<file path="src/logic/rdl_consts.svh">
`ifndef RDL_CONSTS_SVH
`define RDL_CONSTS_SVH
// Register indices (word address on the bus)
`define RDL_REG_CMD 4'h0
`define RDL_REG_SA_SEL 4'h1
`define RDL_REG_REPEAT 4'h2
`define RDL_REG_RX_CTRL 4'h3
`define RDL_REG_INT_EN 4'h4
`define RDL_REG_TRANSP 4'h5
`define RDL_REG_MATCH 4'h6
`define RDL_REG_STATUS 4'h7
`define RDL_REG_CODE 4'h8
`define RDL_REG_FIFO 4'h9
// Field positions
`define RDL_CMD_RESET 0
`define RDL_CMD_RESTART 1
`define RDL_RXC_ENABLE 2
`define RDL_RXC_PRM 6
`define RDL_INT_BOM 7
`define RDL_TR_MATCH 5
`define RDL_TR_MODE 6
`define RDL_ST_BOM 7
`define RDL_ST_NEMPTY 0
`define RDL_SF_BADCRC 7
`define RDL_SF_ABORT 6
`define RDL_SF_OVR 5
`define RDL_SF_BADCNT 4
// Counts and values
`define RDL_SWRST_CYCLES 3'h4
`define RDL_REPEAT_MIN 4'h1
`define RDL_REPEAT_MAX 4'ha
`define RDL_PRM_BYTES 5'h0d
`define RDL_FCS_BYTES 5'h02
`define RDL_SA_LAST 3'h4
`define RDL_BOM_LEAD 8'hff
`define RDL_CRC_INIT 16'hffff
`define RDL_CRC_POLY 16'h8408
`define RDL_CRC_GOOD 16'hf0b8
`define RDL_STUFF_ONES 3'h5
`define RDL_FLAG_ONES 3'h6
`define RDL_ABORT_ONES 3'h7
`define RDL_LAST_BIT 3'h7
`endif

</file>
<file path="src/logic/rdl_pkg.sv">
package rdl_pkg;
  // HDLC deframer states, Gray coded
  typedef enum logic [1:0] {
    HUNT = 2'b00,
    IN_FRAME = 2'b01
  } hdlc_state_t;
endpackage : rdl_pkg

</file>
<file path="src/logic/receive_data_link_controller.sv">
// Our own choices: register access over Avalon-MM and the address map.
`include "rdl_consts.svh"

// Function
// - Reset command: four-cycle reset, parameters default
// - Restart bit holds reset, keeps parameters
// - E1 link bit chosen by Sa select
// - Received bytes buffered in 64-byte FIFO
// - Serial data and clock out in parallel
// - Message is eight ones, zero, six codes, zero
// - Repeat threshold 1 to 10, bits 4-7
// - Code register: bits 7-6 zero, X5..X0
// - Detected flag bit 7, cleared on read
// - Interrupt only when enable bit 7 set
// - Enabled receiver defaults to HDLC mode
// - HDLC: flags, CRC, data then status byte
// - Report mode stores 13 bytes plus status
// - Transparent mode packs bits straight in
// - Pattern match: store from match character on
// - Check bytes dropped except in report mode
// - Status byte: CRC, abort, overrun, count bits
// - n-byte frame uses n+1 FIFO entries
module receive_data_link_controller #(
  parameter int FIFO_DEPTH = 64,
  parameter int PTR_W = 6
) (
  // Clock and reset
  input wire logic core_clk,
  input wire logic rst,
  // Avalon-MM slave
  input wire logic [3:0] avs_address,
  input wire logic avs_read,
  input wire logic avs_write,
  input wire logic [7:0] avs_writedata,
  output logic [7:0] avs_readdata,
  output logic avs_waitrequest,
  // Bits from the receive framer
  input wire logic link_bit_valid,
  input wire logic t1_link_bit,
  input wire logic [4:0] sa_bits,
  input wire logic e1_mode,
  // Serial link, interrupt, framer reset
  output logic serial_link_data_out,
  output logic serial_link_clock_out,
  output logic bom_irq,
  output logic framer_reset
);

  // Whole state of the block
  typedef struct packed {
    logic [2:0] swrst_cnt;     // Software reset cycles left
    logic restart;             // Restart command level
    logic [2:0] sa_sel;        // Sa bit chosen in E1
    logic [3:0] repeat_cfg;    // Repeat threshold field
    logic rx_en;               // Receiver enable
    logic prm_en;              // Performance report mode
    logic irq_en;              // Message interrupt enable
    logic tm;                  // Transparent mode
    logic pm;                  // Pattern match
    logic [7:0] match_char;    // Match character
    logic bom_flag;            // Message detected, sticky
    logic [5:0] bom_code;      // Reported code
    logic [5:0] bom_last;      // Last code seen
    logic [3:0] bom_cnt;       // Consecutive repeats
    logic [15:0] bom_sr;       // Last sixteen link bits
    rdl_pkg::hdlc_state_t st;  // Deframer state
    logic [2:0] ones;          // Run of ones
    logic [2:0] bitc;          // Bit in byte
    logic [7:0] shreg;         // Byte assembly
    logic [4:0] byte_cnt;      // Bytes in frame, saturating
    logic [15:0] crc;          // Running check
    logic [7:0] pend0;         // Newest held byte
    logic [7:0] pend1;         // Oldest held byte
    logic [1:0] npend;         // Held byte count
    logic ovr;                 // Overrun within frame
    logic matched;             // Match character seen
    logic [7:0] tshreg;        // Transparent window
    logic [2:0] tbitc;         // Transparent bit count
    logic [FIFO_DEPTH-1:0][7:0] fifo;
    logic [PTR_W-1:0] wptr;
    logic [PTR_W-1:0] rptr;
    logic [PTR_W:0] fcnt;
    logic sdo;
    logic sck;
    logic waitreq;
    logic [7:0] rdata;
    logic irq;
    logic fr_rst;
  } state_t;

  state_t cur_ff;
  state_t nxt_st;
  state_t rst_val;

  // Byte-wide CRC step, LSB first as on the wire
  function automatic logic [15:0] crc_byte(input logic [15:0] c,
                                           input logic [7:0] d);
    logic [15:0] r;
    r = c;
    for (int i = 0; i < 8; i++) begin
      if (r[0] ^ d[i]) begin
        r = (r >> 1) ^ `RDL_CRC_POLY;
      end else begin
        r = r >> 1;
      end
    end
    return r;
  endfunction : crc_byte

  // Reset value of every field
  always_comb begin
    rst_val = '0;
    rst_val.crc = `RDL_CRC_INIT;
    rst_val.waitreq = 1'b1;
  end

  logic link_bit;
  logic link_rst;
  logic [3:0] thr;
  logic [5:0] code;
  logic push;
  logic [7:0] push_data;
  logic pop;
  logic [7:0] byte_done;
  logic bad_cnt;
  logic bom_set;  // Message accepted this cycle

  // Next state
  always_comb begin
    nxt_st = cur_ff;
    push = 1'b0;
    push_data = 8'h00;
    pop = 1'b0;
    byte_done = 8'h00;
    bad_cnt = 1'b0;
    bom_set = 1'b0;
    // Link bit: T1 data link or the chosen Sa bit
    if (e1_mode) begin
      link_bit = (cur_ff.sa_sel > `RDL_SA_LAST) ? sa_bits[0] :
                 sa_bits[cur_ff.sa_sel];
    end else begin
      link_bit = t1_link_bit;
    end
    // Threshold clamped into its legal range
    if (cur_ff.repeat_cfg < `RDL_REPEAT_MIN) begin
      thr = `RDL_REPEAT_MIN;
    end else if (cur_ff.repeat_cfg > `RDL_REPEAT_MAX) begin
      thr = `RDL_REPEAT_MAX;
    end else begin
      thr = cur_ff.repeat_cfg;
    end
    // Code bits of the last fifteen; X0 came first, X5 last
    code = {cur_ff.bom_sr[0], cur_ff.bom_sr[1], cur_ff.bom_sr[2],
            cur_ff.bom_sr[3], cur_ff.bom_sr[4], cur_ff.bom_sr[5]};
    link_rst = (cur_ff.swrst_cnt != 3'h0) || cur_ff.restart;

    // Software reset countdown
    if (cur_ff.swrst_cnt != 3'h0) begin
      nxt_st.swrst_cnt = cur_ff.swrst_cnt - 3'h1;
    end

    // Serial copy of the link, one clock pulse per bit
    nxt_st.sck = link_bit_valid && !link_rst;
    if (link_bit_valid && !link_rst) begin
      nxt_st.sdo = link_bit;
    end

    if (link_rst) begin
      // Data link logic held in reset, parameters untouched
      nxt_st.bom_flag = 1'b0;
      nxt_st.bom_code = '0;
      nxt_st.bom_last = '0;
      nxt_st.bom_cnt = '0;
      nxt_st.bom_sr = '0;
      nxt_st.st = rdl_pkg::HUNT;
      nxt_st.ones = '0;
      nxt_st.bitc = '0;
      nxt_st.byte_cnt = '0;
      nxt_st.crc = `RDL_CRC_INIT;
      nxt_st.npend = '0;
      nxt_st.ovr = 1'b0;
      nxt_st.matched = 1'b0;
      nxt_st.tbitc = '0;
      nxt_st.wptr = '0;
      nxt_st.rptr = '0;
      nxt_st.fcnt = '0;
    end else if (link_bit_valid) begin
      // Message monitor; newest bit enters at bit 0
      nxt_st.bom_sr = {cur_ff.bom_sr[14:0], link_bit};
      if (cur_ff.bom_sr[14:7] == `RDL_BOM_LEAD && !cur_ff.bom_sr[6]
          && !link_bit) begin
        // Frame of one message complete
        if (code == cur_ff.bom_last && cur_ff.bom_cnt != 4'h0) begin
          if (cur_ff.bom_cnt != `RDL_REPEAT_MAX) begin
            nxt_st.bom_cnt = cur_ff.bom_cnt + 4'h1;
          end
        end else begin
          nxt_st.bom_cnt = 4'h1;
        end
        nxt_st.bom_last = code;
        // Report once, when the run reaches the threshold
        if (nxt_st.bom_cnt == thr &&
            !(code == cur_ff.bom_last && cur_ff.bom_cnt >= thr)) begin
          nxt_st.bom_code = code;
          nxt_st.bom_flag = 1'b1;
          bom_set = 1'b1;
        end
      end

      if (cur_ff.rx_en && cur_ff.tm) begin
        // Transparent packing, optionally gated by a match
        nxt_st.tshreg = {link_bit, cur_ff.tshreg[7:1]};
        if (!cur_ff.pm || cur_ff.matched) begin
          nxt_st.tbitc = cur_ff.tbitc + 3'h1;
          if (cur_ff.tbitc == `RDL_LAST_BIT) begin
            push = 1'b1;
            push_data = nxt_st.tshreg;
          end
        end else if (nxt_st.tshreg == cur_ff.match_char) begin
          // Match byte stored, alignment taken from it
          nxt_st.matched = 1'b1;
          nxt_st.tbitc = 3'h0;
          push = 1'b1;
          push_data = nxt_st.tshreg;
        end
      end else if (cur_ff.rx_en) begin
        // HDLC deframing is the default receive mode
        if (!link_bit) begin
          nxt_st.ones = 3'h0;
          if (cur_ff.ones == `RDL_FLAG_ONES) begin
            // Flag: close any open frame, then start afresh
            if (cur_ff.st == rdl_pkg::IN_FRAME &&
                cur_ff.byte_cnt != 5'h0) begin
              if (cur_ff.prm_en) begin
                bad_cnt = cur_ff.byte_cnt != `RDL_PRM_BYTES;
              end else begin
                bad_cnt = cur_ff.byte_cnt <= `RDL_FCS_BYTES;
              end
              push = 1'b1;
              push_data = 8'h00;
              push_data[`RDL_SF_BADCRC] = cur_ff.crc != `RDL_CRC_GOOD;
              push_data[`RDL_SF_OVR] = cur_ff.ovr;
              push_data[`RDL_SF_BADCNT] = bad_cnt ||
                                          cur_ff.bitc != `RDL_LAST_BIT;
            end
            nxt_st.st = rdl_pkg::IN_FRAME;
            nxt_st.bitc = '0;
            nxt_st.byte_cnt = '0;
            nxt_st.crc = `RDL_CRC_INIT;
            nxt_st.npend = '0;
            nxt_st.ovr = 1'b0;
          end else if (cur_ff.ones != `RDL_STUFF_ONES &&
                       cur_ff.st == rdl_pkg::IN_FRAME) begin
            // Plain zero data bit; a stuffed zero is dropped
            nxt_st.shreg = {1'b0, cur_ff.shreg[7:1]};
            nxt_st.bitc = cur_ff.bitc + 3'h1;
          end
        end else begin
          if (cur_ff.ones != `RDL_ABORT_ONES) begin
            nxt_st.ones = cur_ff.ones + 3'h1;
          end
          if (cur_ff.ones == `RDL_FLAG_ONES &&
              cur_ff.st == rdl_pkg::IN_FRAME) begin
            // Seventh one: abort, report only a started frame
            if (cur_ff.byte_cnt != 5'h0) begin
              push = 1'b1;
              push_data = 8'h00;
              push_data[`RDL_SF_ABORT] = 1'b1;
              push_data[`RDL_SF_OVR] = cur_ff.ovr;
            end
            nxt_st.st = rdl_pkg::HUNT;
          end else if (cur_ff.st == rdl_pkg::IN_FRAME) begin
            nxt_st.shreg = {1'b1, cur_ff.shreg[7:1]};
            nxt_st.bitc = cur_ff.bitc + 3'h1;
          end
        end
        // Completed byte: check, then store or hold back
        if (nxt_st.st == rdl_pkg::IN_FRAME && !push &&
            cur_ff.bitc == `RDL_LAST_BIT && nxt_st.bitc == 3'h0 &&
            cur_ff.ones != `RDL_FLAG_ONES) begin
          byte_done = nxt_st.shreg;
          nxt_st.crc = crc_byte(cur_ff.crc, byte_done);
          if (cur_ff.byte_cnt != 5'h1f) begin
            nxt_st.byte_cnt = cur_ff.byte_cnt + 5'h1;
          end
          if (cur_ff.prm_en) begin
            // Report frames keep their check bytes
            push = 1'b1;
            push_data = byte_done;
          end else begin
            // Two bytes held back so the check bytes drop
            if (cur_ff.npend == 2'h2) begin
              push = 1'b1;
              push_data = cur_ff.pend1;
            end else begin
              nxt_st.npend = cur_ff.npend + 2'h1;
            end
            nxt_st.pend1 = (cur_ff.npend == 2'h0) ? byte_done :
                           cur_ff.pend0;
            nxt_st.pend0 = byte_done;
          end
        end
      end
    end

    // Bus handshake: first edge answers, second edge commits
    nxt_st.waitreq = 1'b1;
    if ((avs_read || avs_write) && cur_ff.waitreq) begin
      nxt_st.waitreq = 1'b0;
      nxt_st.rdata = 8'h00;
      unique case (avs_address)
        `RDL_REG_CMD: nxt_st.rdata[`RDL_CMD_RESTART] = cur_ff.restart;
        `RDL_REG_SA_SEL: nxt_st.rdata[2:0] = cur_ff.sa_sel;
        `RDL_REG_REPEAT: nxt_st.rdata[7:4] = cur_ff.repeat_cfg;
        `RDL_REG_RX_CTRL: begin
          nxt_st.rdata[`RDL_RXC_ENABLE] = cur_ff.rx_en;
          nxt_st.rdata[`RDL_RXC_PRM] = cur_ff.prm_en;
        end
        `RDL_REG_INT_EN: nxt_st.rdata[`RDL_INT_BOM] = cur_ff.irq_en;
        `RDL_REG_TRANSP: begin
          nxt_st.rdata[`RDL_TR_MODE] = cur_ff.tm;
          nxt_st.rdata[`RDL_TR_MATCH] = cur_ff.pm;
        end
        `RDL_REG_MATCH: nxt_st.rdata = cur_ff.match_char;
        `RDL_REG_STATUS: begin
          nxt_st.rdata[`RDL_ST_BOM] = cur_ff.bom_flag;
          nxt_st.rdata[`RDL_ST_NEMPTY] = cur_ff.fcnt != '0;
        end
        `RDL_REG_CODE: nxt_st.rdata = {2'b00, cur_ff.bom_code};
        `RDL_REG_FIFO: nxt_st.rdata = cur_ff.fifo[cur_ff.rptr];
        default: nxt_st.rdata = 8'h00;  // Unmapped reads as zero
      endcase
    end else if (avs_read && !cur_ff.waitreq) begin
      // Read side effects at the completing edge
      if (avs_address == `RDL_REG_STATUS && cur_ff.rdata[`RDL_ST_BOM]) begin
        nxt_st.bom_flag = bom_set;  // a new detection wins
      end
      pop = avs_address == `RDL_REG_FIFO && cur_ff.fcnt != '0 && !link_rst;
    end else if (avs_write && !cur_ff.waitreq) begin
      unique case (avs_address)
        `RDL_REG_CMD: begin
          if (avs_writedata[`RDL_CMD_RESET]) begin
            // Parameters to defaults, four cycles of reset
            nxt_st.sa_sel = rst_val.sa_sel;
            nxt_st.repeat_cfg = rst_val.repeat_cfg;
            nxt_st.rx_en = rst_val.rx_en;
            nxt_st.prm_en = rst_val.prm_en;
            nxt_st.irq_en = rst_val.irq_en;
            nxt_st.tm = rst_val.tm;
            nxt_st.pm = rst_val.pm;
            nxt_st.match_char = rst_val.match_char;
            nxt_st.swrst_cnt = `RDL_SWRST_CYCLES;
          end
          nxt_st.restart = avs_writedata[`RDL_CMD_RESTART];
        end
        `RDL_REG_SA_SEL: nxt_st.sa_sel = avs_writedata[2:0];
        `RDL_REG_REPEAT: nxt_st.repeat_cfg = avs_writedata[7:4];
        `RDL_REG_RX_CTRL: begin
          nxt_st.rx_en = avs_writedata[`RDL_RXC_ENABLE];
          nxt_st.prm_en = avs_writedata[`RDL_RXC_PRM];
        end
        `RDL_REG_INT_EN: nxt_st.irq_en = avs_writedata[`RDL_INT_BOM];
        `RDL_REG_TRANSP: begin
          nxt_st.tm = avs_writedata[`RDL_TR_MODE];
          nxt_st.pm = avs_writedata[`RDL_TR_MATCH];
        end
        `RDL_REG_MATCH: nxt_st.match_char = avs_writedata;
        default: nxt_st.restart = cur_ff.restart;  // Ignored write
      endcase
    end

    // FIFO: push and pop may share a cycle
    if (push) begin
      if (cur_ff.fcnt < (PTR_W + 1)'(FIFO_DEPTH) || pop) begin
        nxt_st.fifo[cur_ff.wptr] = push_data;
        nxt_st.wptr = cur_ff.wptr + 1'b1;
      end else begin
        nxt_st.ovr = 1'b1;  // Full: byte lost, frame flagged
      end
    end
    if (pop) begin
      nxt_st.rptr = cur_ff.rptr + 1'b1;
    end
    if (push && !pop && cur_ff.fcnt < (PTR_W + 1)'(FIFO_DEPTH)) begin
      nxt_st.fcnt = cur_ff.fcnt + 1'b1;
    end else if (pop && !push) begin
      nxt_st.fcnt = cur_ff.fcnt - 1'b1;
    end

    nxt_st.irq = nxt_st.bom_flag && nxt_st.irq_en;
    nxt_st.fr_rst = (nxt_st.swrst_cnt != 3'h0) || nxt_st.restart;
  end

  // State register
  always_ff @(posedge core_clk) begin
    if (rst) begin
      cur_ff <= rst_val;
    end else begin
      cur_ff <= nxt_st;
    end
  end

  // Outputs straight from the state register
  assign avs_readdata = cur_ff.rdata;
  assign avs_waitrequest = cur_ff.waitreq;
  assign serial_link_data_out = cur_ff.sdo;
  assign serial_link_clock_out = cur_ff.sck;
  assign bom_irq = cur_ff.irq;
  assign framer_reset = cur_ff.fr_rst;

endmodule : receive_data_link_controller

</file>
<file path="config.mk">
export PLATFORM = sky130hd
export DESIGN_NAME = receive_data_link_controller
export DESIGN_NICKNAME = d
export VERILOG_FILES = /design/src/logic/rdl_pkg.sv /design/src/logic/receive_data_link_controller.sv
export VERILOG_INCLUDE_DIRS = /design/src /design/src/logic
export SDC_FILE = /design/constraint.sdc
export NUM_CORES = 1
export LEC_CHECK = 0
export BUFFER_PORTS_ARGS = -buffer_cell sky130_fd_sc_hd__buf_4
export CORE_AREA = 8 8 164 320
export DETAILED_ROUTE_END_ITERATION = 7
export DIE_AREA = 0 0 172 328
export PLACE_DENSITY_LB_ADDON = 0.2
export SLEW_MARGIN = 20
export SYNTH_ARGS = -nofsm -noshare
export SYNTH_HDL_FRONTEND = slang
export SYNTH_SLANG_ARGS = --single-unit
</file>
<file path="constraint.sdc">
create_clock -name core_clk -period 9 [get_ports core_clk]
set_input_delay 1.8 -clock core_clk [delete_from_list [all_inputs] [get_ports core_clk]]
set_output_delay 1.8 -clock core_clk [all_outputs]
set_load 0.01 [all_outputs]
</file>
# After elaboration in Yosys (flattened, before gate mapping)

Cells that the tools add are included.

Bits in registers: 669
Logic and storage cells: 422
Input port bits: 24

Add/sub/neg operators: 11
Magnitude comparators: 10
Equality and inequality tests: 30
Bitwise operators: 22
Reductions and logical operators: 74
Muxes and demuxes: 174

Operators with widths:

| cell                                   | count |
|---|---|
| two-way mux 16 bit                     | 48 |
| bitwise mux 512 bit                    | 1 |
| two-way mux 8 bit                      | 17 |
| two-way mux 56 bit                     | 2 |
| two-way mux 101 bit                    | 1 |
| binary-select mux 8 bit (select 6 bit) | 1 |
| demux 8 bit (select 6 bit)             | 1 |
| two-way mux 24 bit                     | 2 |
| two-way mux 1 bit                      | 43 |
| two-way mux 21 bit                     | 2 |
| two-way mux 41 bit                     | 1 |
| two-way mux 39 bit                     | 1 |
| two-way mux 7 bit                      | 5 |
| two-way mux 11 bit                     | 3 |
| one-hot mux 1 bit (5 select lines)     | 6 |
| AND reduction 5 bit                    | 6 |
| two-way mux 4 bit                      | 7 |
| two-way mux 3 bit                      | 9 |
| logical AND 1 bit                      | 25 |
| two-way mux 25 bit                     | 1 |
| inverter 2 -> 3 bit                    | 8 |
| two-way mux 20 bit                     | 1 |
| two-way mux 19 bit                     | 1 |
| two-way mux 18 bit                     | 1 |
| other kinds (67)                       | 128 |

# Logic depth before layout (Yosys ltp)

Depth after elaboration: 73
Mapped depth: 14
Gate-level depth less buffers: 11

# Worst setup path before layout

Ideal clock, no wire load.

Kind: input -> register
Start: input avs_address[0]
End: register cur_ff[455] (netlist bit)
Setup time: 0.070 ns
Data required time: 8.930 ns
Cell stages on the path: 12
Data arrival time: 4.070 ns
Slack: 4.860 ns
Path through: buf_2 -> nand2b_1 -> nor3b_2 -> nand3_1 -> and2_1 -> clkbuf_1 -> buf_4 -> buf_2 -> nor4_4 -> buf_2 -> o21ai_0 -> a21oi_1

Cells in the longest elaborated chain, start to end: 7

RTL lines:

| element                         | RTL line                            | RTL |
|---|---|---|
| start, declared                 | receive_data_link_controller.sv:31  | `input wire logic [3:0] avs_address,` |
| == test 4 bit                   | -                                   |  |
| logical AND 1 bit (2 in series) | receive_data_link_controller.sv:338 | `` pop = avs_address == `RDL_REG_FIFO && cur_ff.fcnt != '0 && !link_rst; `` |
| two-way mux 1 bit               | receive_data_link_controller.sv:333 | `end else if (avs_read && !cur_ff.waitreq) begin` |
| two-way mux 1 bit               | receive_data_link_controller.sv:308 | `if ((avs_read \|\| avs_write) && cur_ff.waitreq) begin` |
| logical OR 1 bit                | receive_data_link_controller.sv:374 | `if (cur_ff.fcnt < (PTR_W + 1)'(FIFO_DEPTH) \|\| pop) begin` |
| AND reduction 2 bit (no line)   | -                                   |  |
| end signal, assigned            | receive_data_link_controller.sv:397 | `cur_ff <= rst_val;` |
| end signal, assigned            | receive_data_link_controller.sv:399 | `cur_ff <= nxt_st;` |
| end, declared                   | receive_data_link_controller.sv:91  | `state_t cur_ff;` |

No other way between the ends.
A chain may end at the register's enable or synchronous reset.

# Worst setup path after layout

Start: input sa_bits[4]
End: register cur_ff[377] (netlist bit)

Cells in the longest elaborated chain, start to end: 20
Elaborated cells on any way between the ends: 43
Those cells by class: 2 x eq/ne; 34 x mux; 7 x reduce/logical

RTL lines:

| element                                                           | RTL line                            | RTL |
|---|---|---|
| start, declared                                                   | receive_data_link_controller.sv:40  | `input wire logic [4:0] sa_bits,` |
| binary-select mux 1 bit (select 3 bit) (*)                        | receive_data_link_controller.sv:140 | `sa_bits[cur_ff.sa_sel];` |
| two-way mux 1 bit (not written as such) (*)                       | receive_data_link_controller.sv:140 |  |
| two-way mux 1 bit (*)                                             | receive_data_link_controller.sv:139 | `` link_bit = (cur_ff.sa_sel > `RDL_SA_LAST) ? sa_bits[0] : `` |
| two-way mux 1 bit (*)                                             | receive_data_link_controller.sv:138 | `if (e1_mode) begin` |
| two-way mux 16 bit / two-way mux 1 bit (equally long branches)    | receive_data_link_controller.sv:228 | `if (!link_bit) begin` |
| two-way mux 16 bit / two-way mux 1 bit (equally long branches)    | receive_data_link_controller.sv:226 | `end else if (cur_ff.rx_en) begin` |
| two-way mux 16 bit / two-way mux 1 bit (equally long branches)    | receive_data_link_controller.sv:210 | `if (cur_ff.rx_en && cur_ff.tm) begin` |
| two-way mux 16 bit / two-way mux 1 bit (equally long branches)    | receive_data_link_controller.sv:187 | `end else if (link_bit_valid) begin` |
| [4 not listed]                                                    | -                                   |  |
| logical AND 1 bit                                                 | receive_data_link_controller.sv:278 | `if (nxt_st.st == rdl_pkg::IN_FRAME && !push &&` |
| logical AND 1 bit (no line)                                       | -                                   |  |
| two-way mux 8 bit / two-way mux 1 bit (equally long branches)     | receive_data_link_controller.sv:278 |  |
| two-way mux 8 bit / two-way mux 1 bit (equally long branches)     | receive_data_link_controller.sv:226 |  |
| two-way mux 8 bit / two-way mux 1 bit (equally long branches)     | receive_data_link_controller.sv:210 |  |
| two-way mux 8 bit / two-way mux 1 bit (equally long branches)     | receive_data_link_controller.sv:187 |  |
| two-way mux 8 bit / two-way mux 1 bit (equally long branches)     | receive_data_link_controller.sv:168 | `if (link_rst) begin` |
| bitwise mux 512 bit / AND reduction 2 bit (equally long branches) | -                                   |  |

Every way passes the cells marked *; elsewhere a longest branch is shown, timed or not. The select of a mux whose other input is x is not followed.

==> run metrics <==
Largest stage delay, worst path 0.86 ns; period utilization 0.6016; status finished, final reports clean; wire per inst 23.77 microns; post-placement cell count 3601; layout cells sized above 1 0.1476; All-Layer GR Usage 0.3111; Post-synth EDFFs 0; post-detail-place hpwl 57.41 mm; routability congestion estimate 0.9214; Die X 172 microns; Max Cap Viol 0; Worst-path clk slew 0.07 ns; Max Slew Vio Count 0; ys async rst share 0; first drt pass iteration count 6; leakage 10.71 nW; crit-path cells buf_4, nor3b_1, o32a_1, o21ai_4, mux2i_1, o21ai_4, buf_4, buf_4, nor4_2, o21ai_0, a21oi_1; # IOs 37; Top delay family on crit path compound AO/OA/AOI/OAI gates; final core occ 0.6944; Final setup viols 0; # hold bufs at CTS 0; post-CTS setup buffer count 0; DP Worst Slack 3.080 ns; crit-path max FO 25; HP Class flop to flop; RSZ-0062 raised after global routing false; syn_nets 3257; final net count 3072; Hold Fails Final Rpt 0; worst slew pin tran 1.148 ns; DR DRC count 0; WP depth 11; vias in the first global route 25490; initial core utilization 0.6501; post-route ant nets 0; P&R area growth vs syn 6.815%; Max Freq 184.7 MHz; # fillers 3631; total congestion overflow 0; setup_tns 0 ns; via/cell ratio 6.790; total CTS buffers 56; flops & latches, synth 667; Cell Area, Placed 0.03146 sq mm; core box area 0.04821 sq mm; final instance area 0.03348 sq mm; Die ar. 0.05642 sq mm; CTS tree done; non-filler cells in the finished layout 3712; clk_skew 0.02238 ns; Seq/Total Area, Yosys 0.4261; Mapped Cells 3207; Startpoint Class input pin; Worst Path Buf+Inv 3; clk sinks 667; worst setup margin 3.585 ns; FP Rows 114; final WL 88.22 mm; unique cell type count in the Yosys netlist 83; worst path required time 9.47 ns; initial antenna violation count 6; largest net degree at the start of global routing 136; Syn Std Cell Area 0.03134 sq mm; Critical-path top delay cell o21ai_4; minimum clock period 5.415 ns; Bufs on Longest Clock Path 3; Slew headroom 0.2280; IO Port Bufs 36; cts repair resizes 0; Worst path most repeated cell buf_4; DR vias 25200; syn_area_per_cell 9.772 sq um; die height 328 microns; # H-tree levels 2; Yosys warning total 0; clk root buf clkbuf_16; crit path capture type flop; clk_lat worst skew 0.62 ns; critical path type input pin to flop; commonest non-fill, non-tap cell in the layout dfxtp_1; WHS Path Cells 2; most frequent cells in the layout dfxtp_1 (664), o21ai_0 (440), a21oi_1 (314); power per cell area 174.4 mW/mm^2; Worst EP arrival 5.89 ns; first-pass GRT wire length 138.7 mm; Primary FF master, synth dfxtp_1; Worst VDD drop 0.1632 mV; initial DRC count 2403; r2r worst-path depth 10
==> worst register-to-register path: stages (launching register included) <==
cell and delay (ns):
dfxtp_1 0.40, nor3b_1 0.37, o32a_1 0.56, o21ai_4 0.22
mux2i_1 0.25, o21ai_4 0.86, buf_4 0.57, buf_4 0.67
nor4_2 0.26, o21ai_0 0.26, a21oi_1 0.06
==> synthesized netlist by cell type (all sizes together) (46+ instances only) <==
master	n	share of area
dfxtp	667	0.43
nand3	92	0.015
mux2i	46	0.015
nor2	222	0.027
o21ai	471	0.076
nand2	179	0.021
nor4	68	0.041
clkbuf	191	0.023
buf	134	0.023
mux4	168	0.12
a21oi	315	0.050
a211oi	100	0.025
nand3b	190	0.046
==> per-layer routing <==
metal  global-route usage  vias to the layer above  wire length [microns]
met5                    0                        -                     12
met4               0.2477                        2                   7323
met3              0.05051                      388                   5431
met2               0.5472                     1095                  45510
met1               0.3198                    12230                  29940
li1                     -                    11490                      -
==> per-stage QoR <==
stage,hold WS [ns],total power (W)
CTS,0.4534,0.005845
global placement,0.4394,0.003299
global route,0.4837,0.005989
finish,0.4539,0.005837
floorplan,0.4317,0.003214
detailed placement,0.4439,0.003310
==> report_power, final <==
| part | switching (W) | total (W) | internal (W) |
|---|---|---|---|
| Sequential | 0.0000141 | 0.00298 | 0.00296 |
| Combinational | 0.000202 | 0.000274 | 0.0000720 |
| Clock | 0.00116 | 0.00259 | 0.00143 |
| Total | 0.00138 | 0.00584 | 0.00446 |
==> worst paths after layout <==
| kind | endpoint | slack [ns] | start |
|---|---|---|---|
| min | cur_ff[564] | 0.45 | cur_ff[564] |
| max reg2reg | cur_ff[377] | 4.38 | cur_ff[662] |
| max | cur_ff[377] | 3.59 | sa_bits[4] |
| min reg2reg | cur_ff[564] | 0.45 | cur_ff[564] |
==> registers in the layout (all words and copies together) (netlist names) <==
signal and flops:
serial_link_data_out 1, framer_reset 1, cur_ff 648, avs_readdata 8, serial_link_clock_out 1, avs_waitrequest 1
bom_irq 1, code 6
==> layout make-up <==
type | instances | area (sq um) | share of cell area
clock buffers | 73 | 1546 | 0.04620
flip-flops and latches | 667 | 13360 | 0.3991
repair buffers | 82 | 651.9 | 0.01947
diodes | 5 | 12.51 | 0.0003738
clock inverters | 32 | 385.4 | 0.01151
inverters | 20 | 82.58 | 0.002467
well taps | 638 | 798.3 | 0.02385
multi-input cells | 2195 | 16640 | 0.4970
==> kinds of logic after synthesis <==
group	count (synthesis)	share of synthesized area
flops	667	0.4261
fa+ha+maj	27	0.01070
mux	216	0.1361
simple gates	880	0.1760
xor+xnor	42	0.01218
buf+inv	345	0.04863
compound gates	1030	0.1903
(Power assumes the default switching activity.)
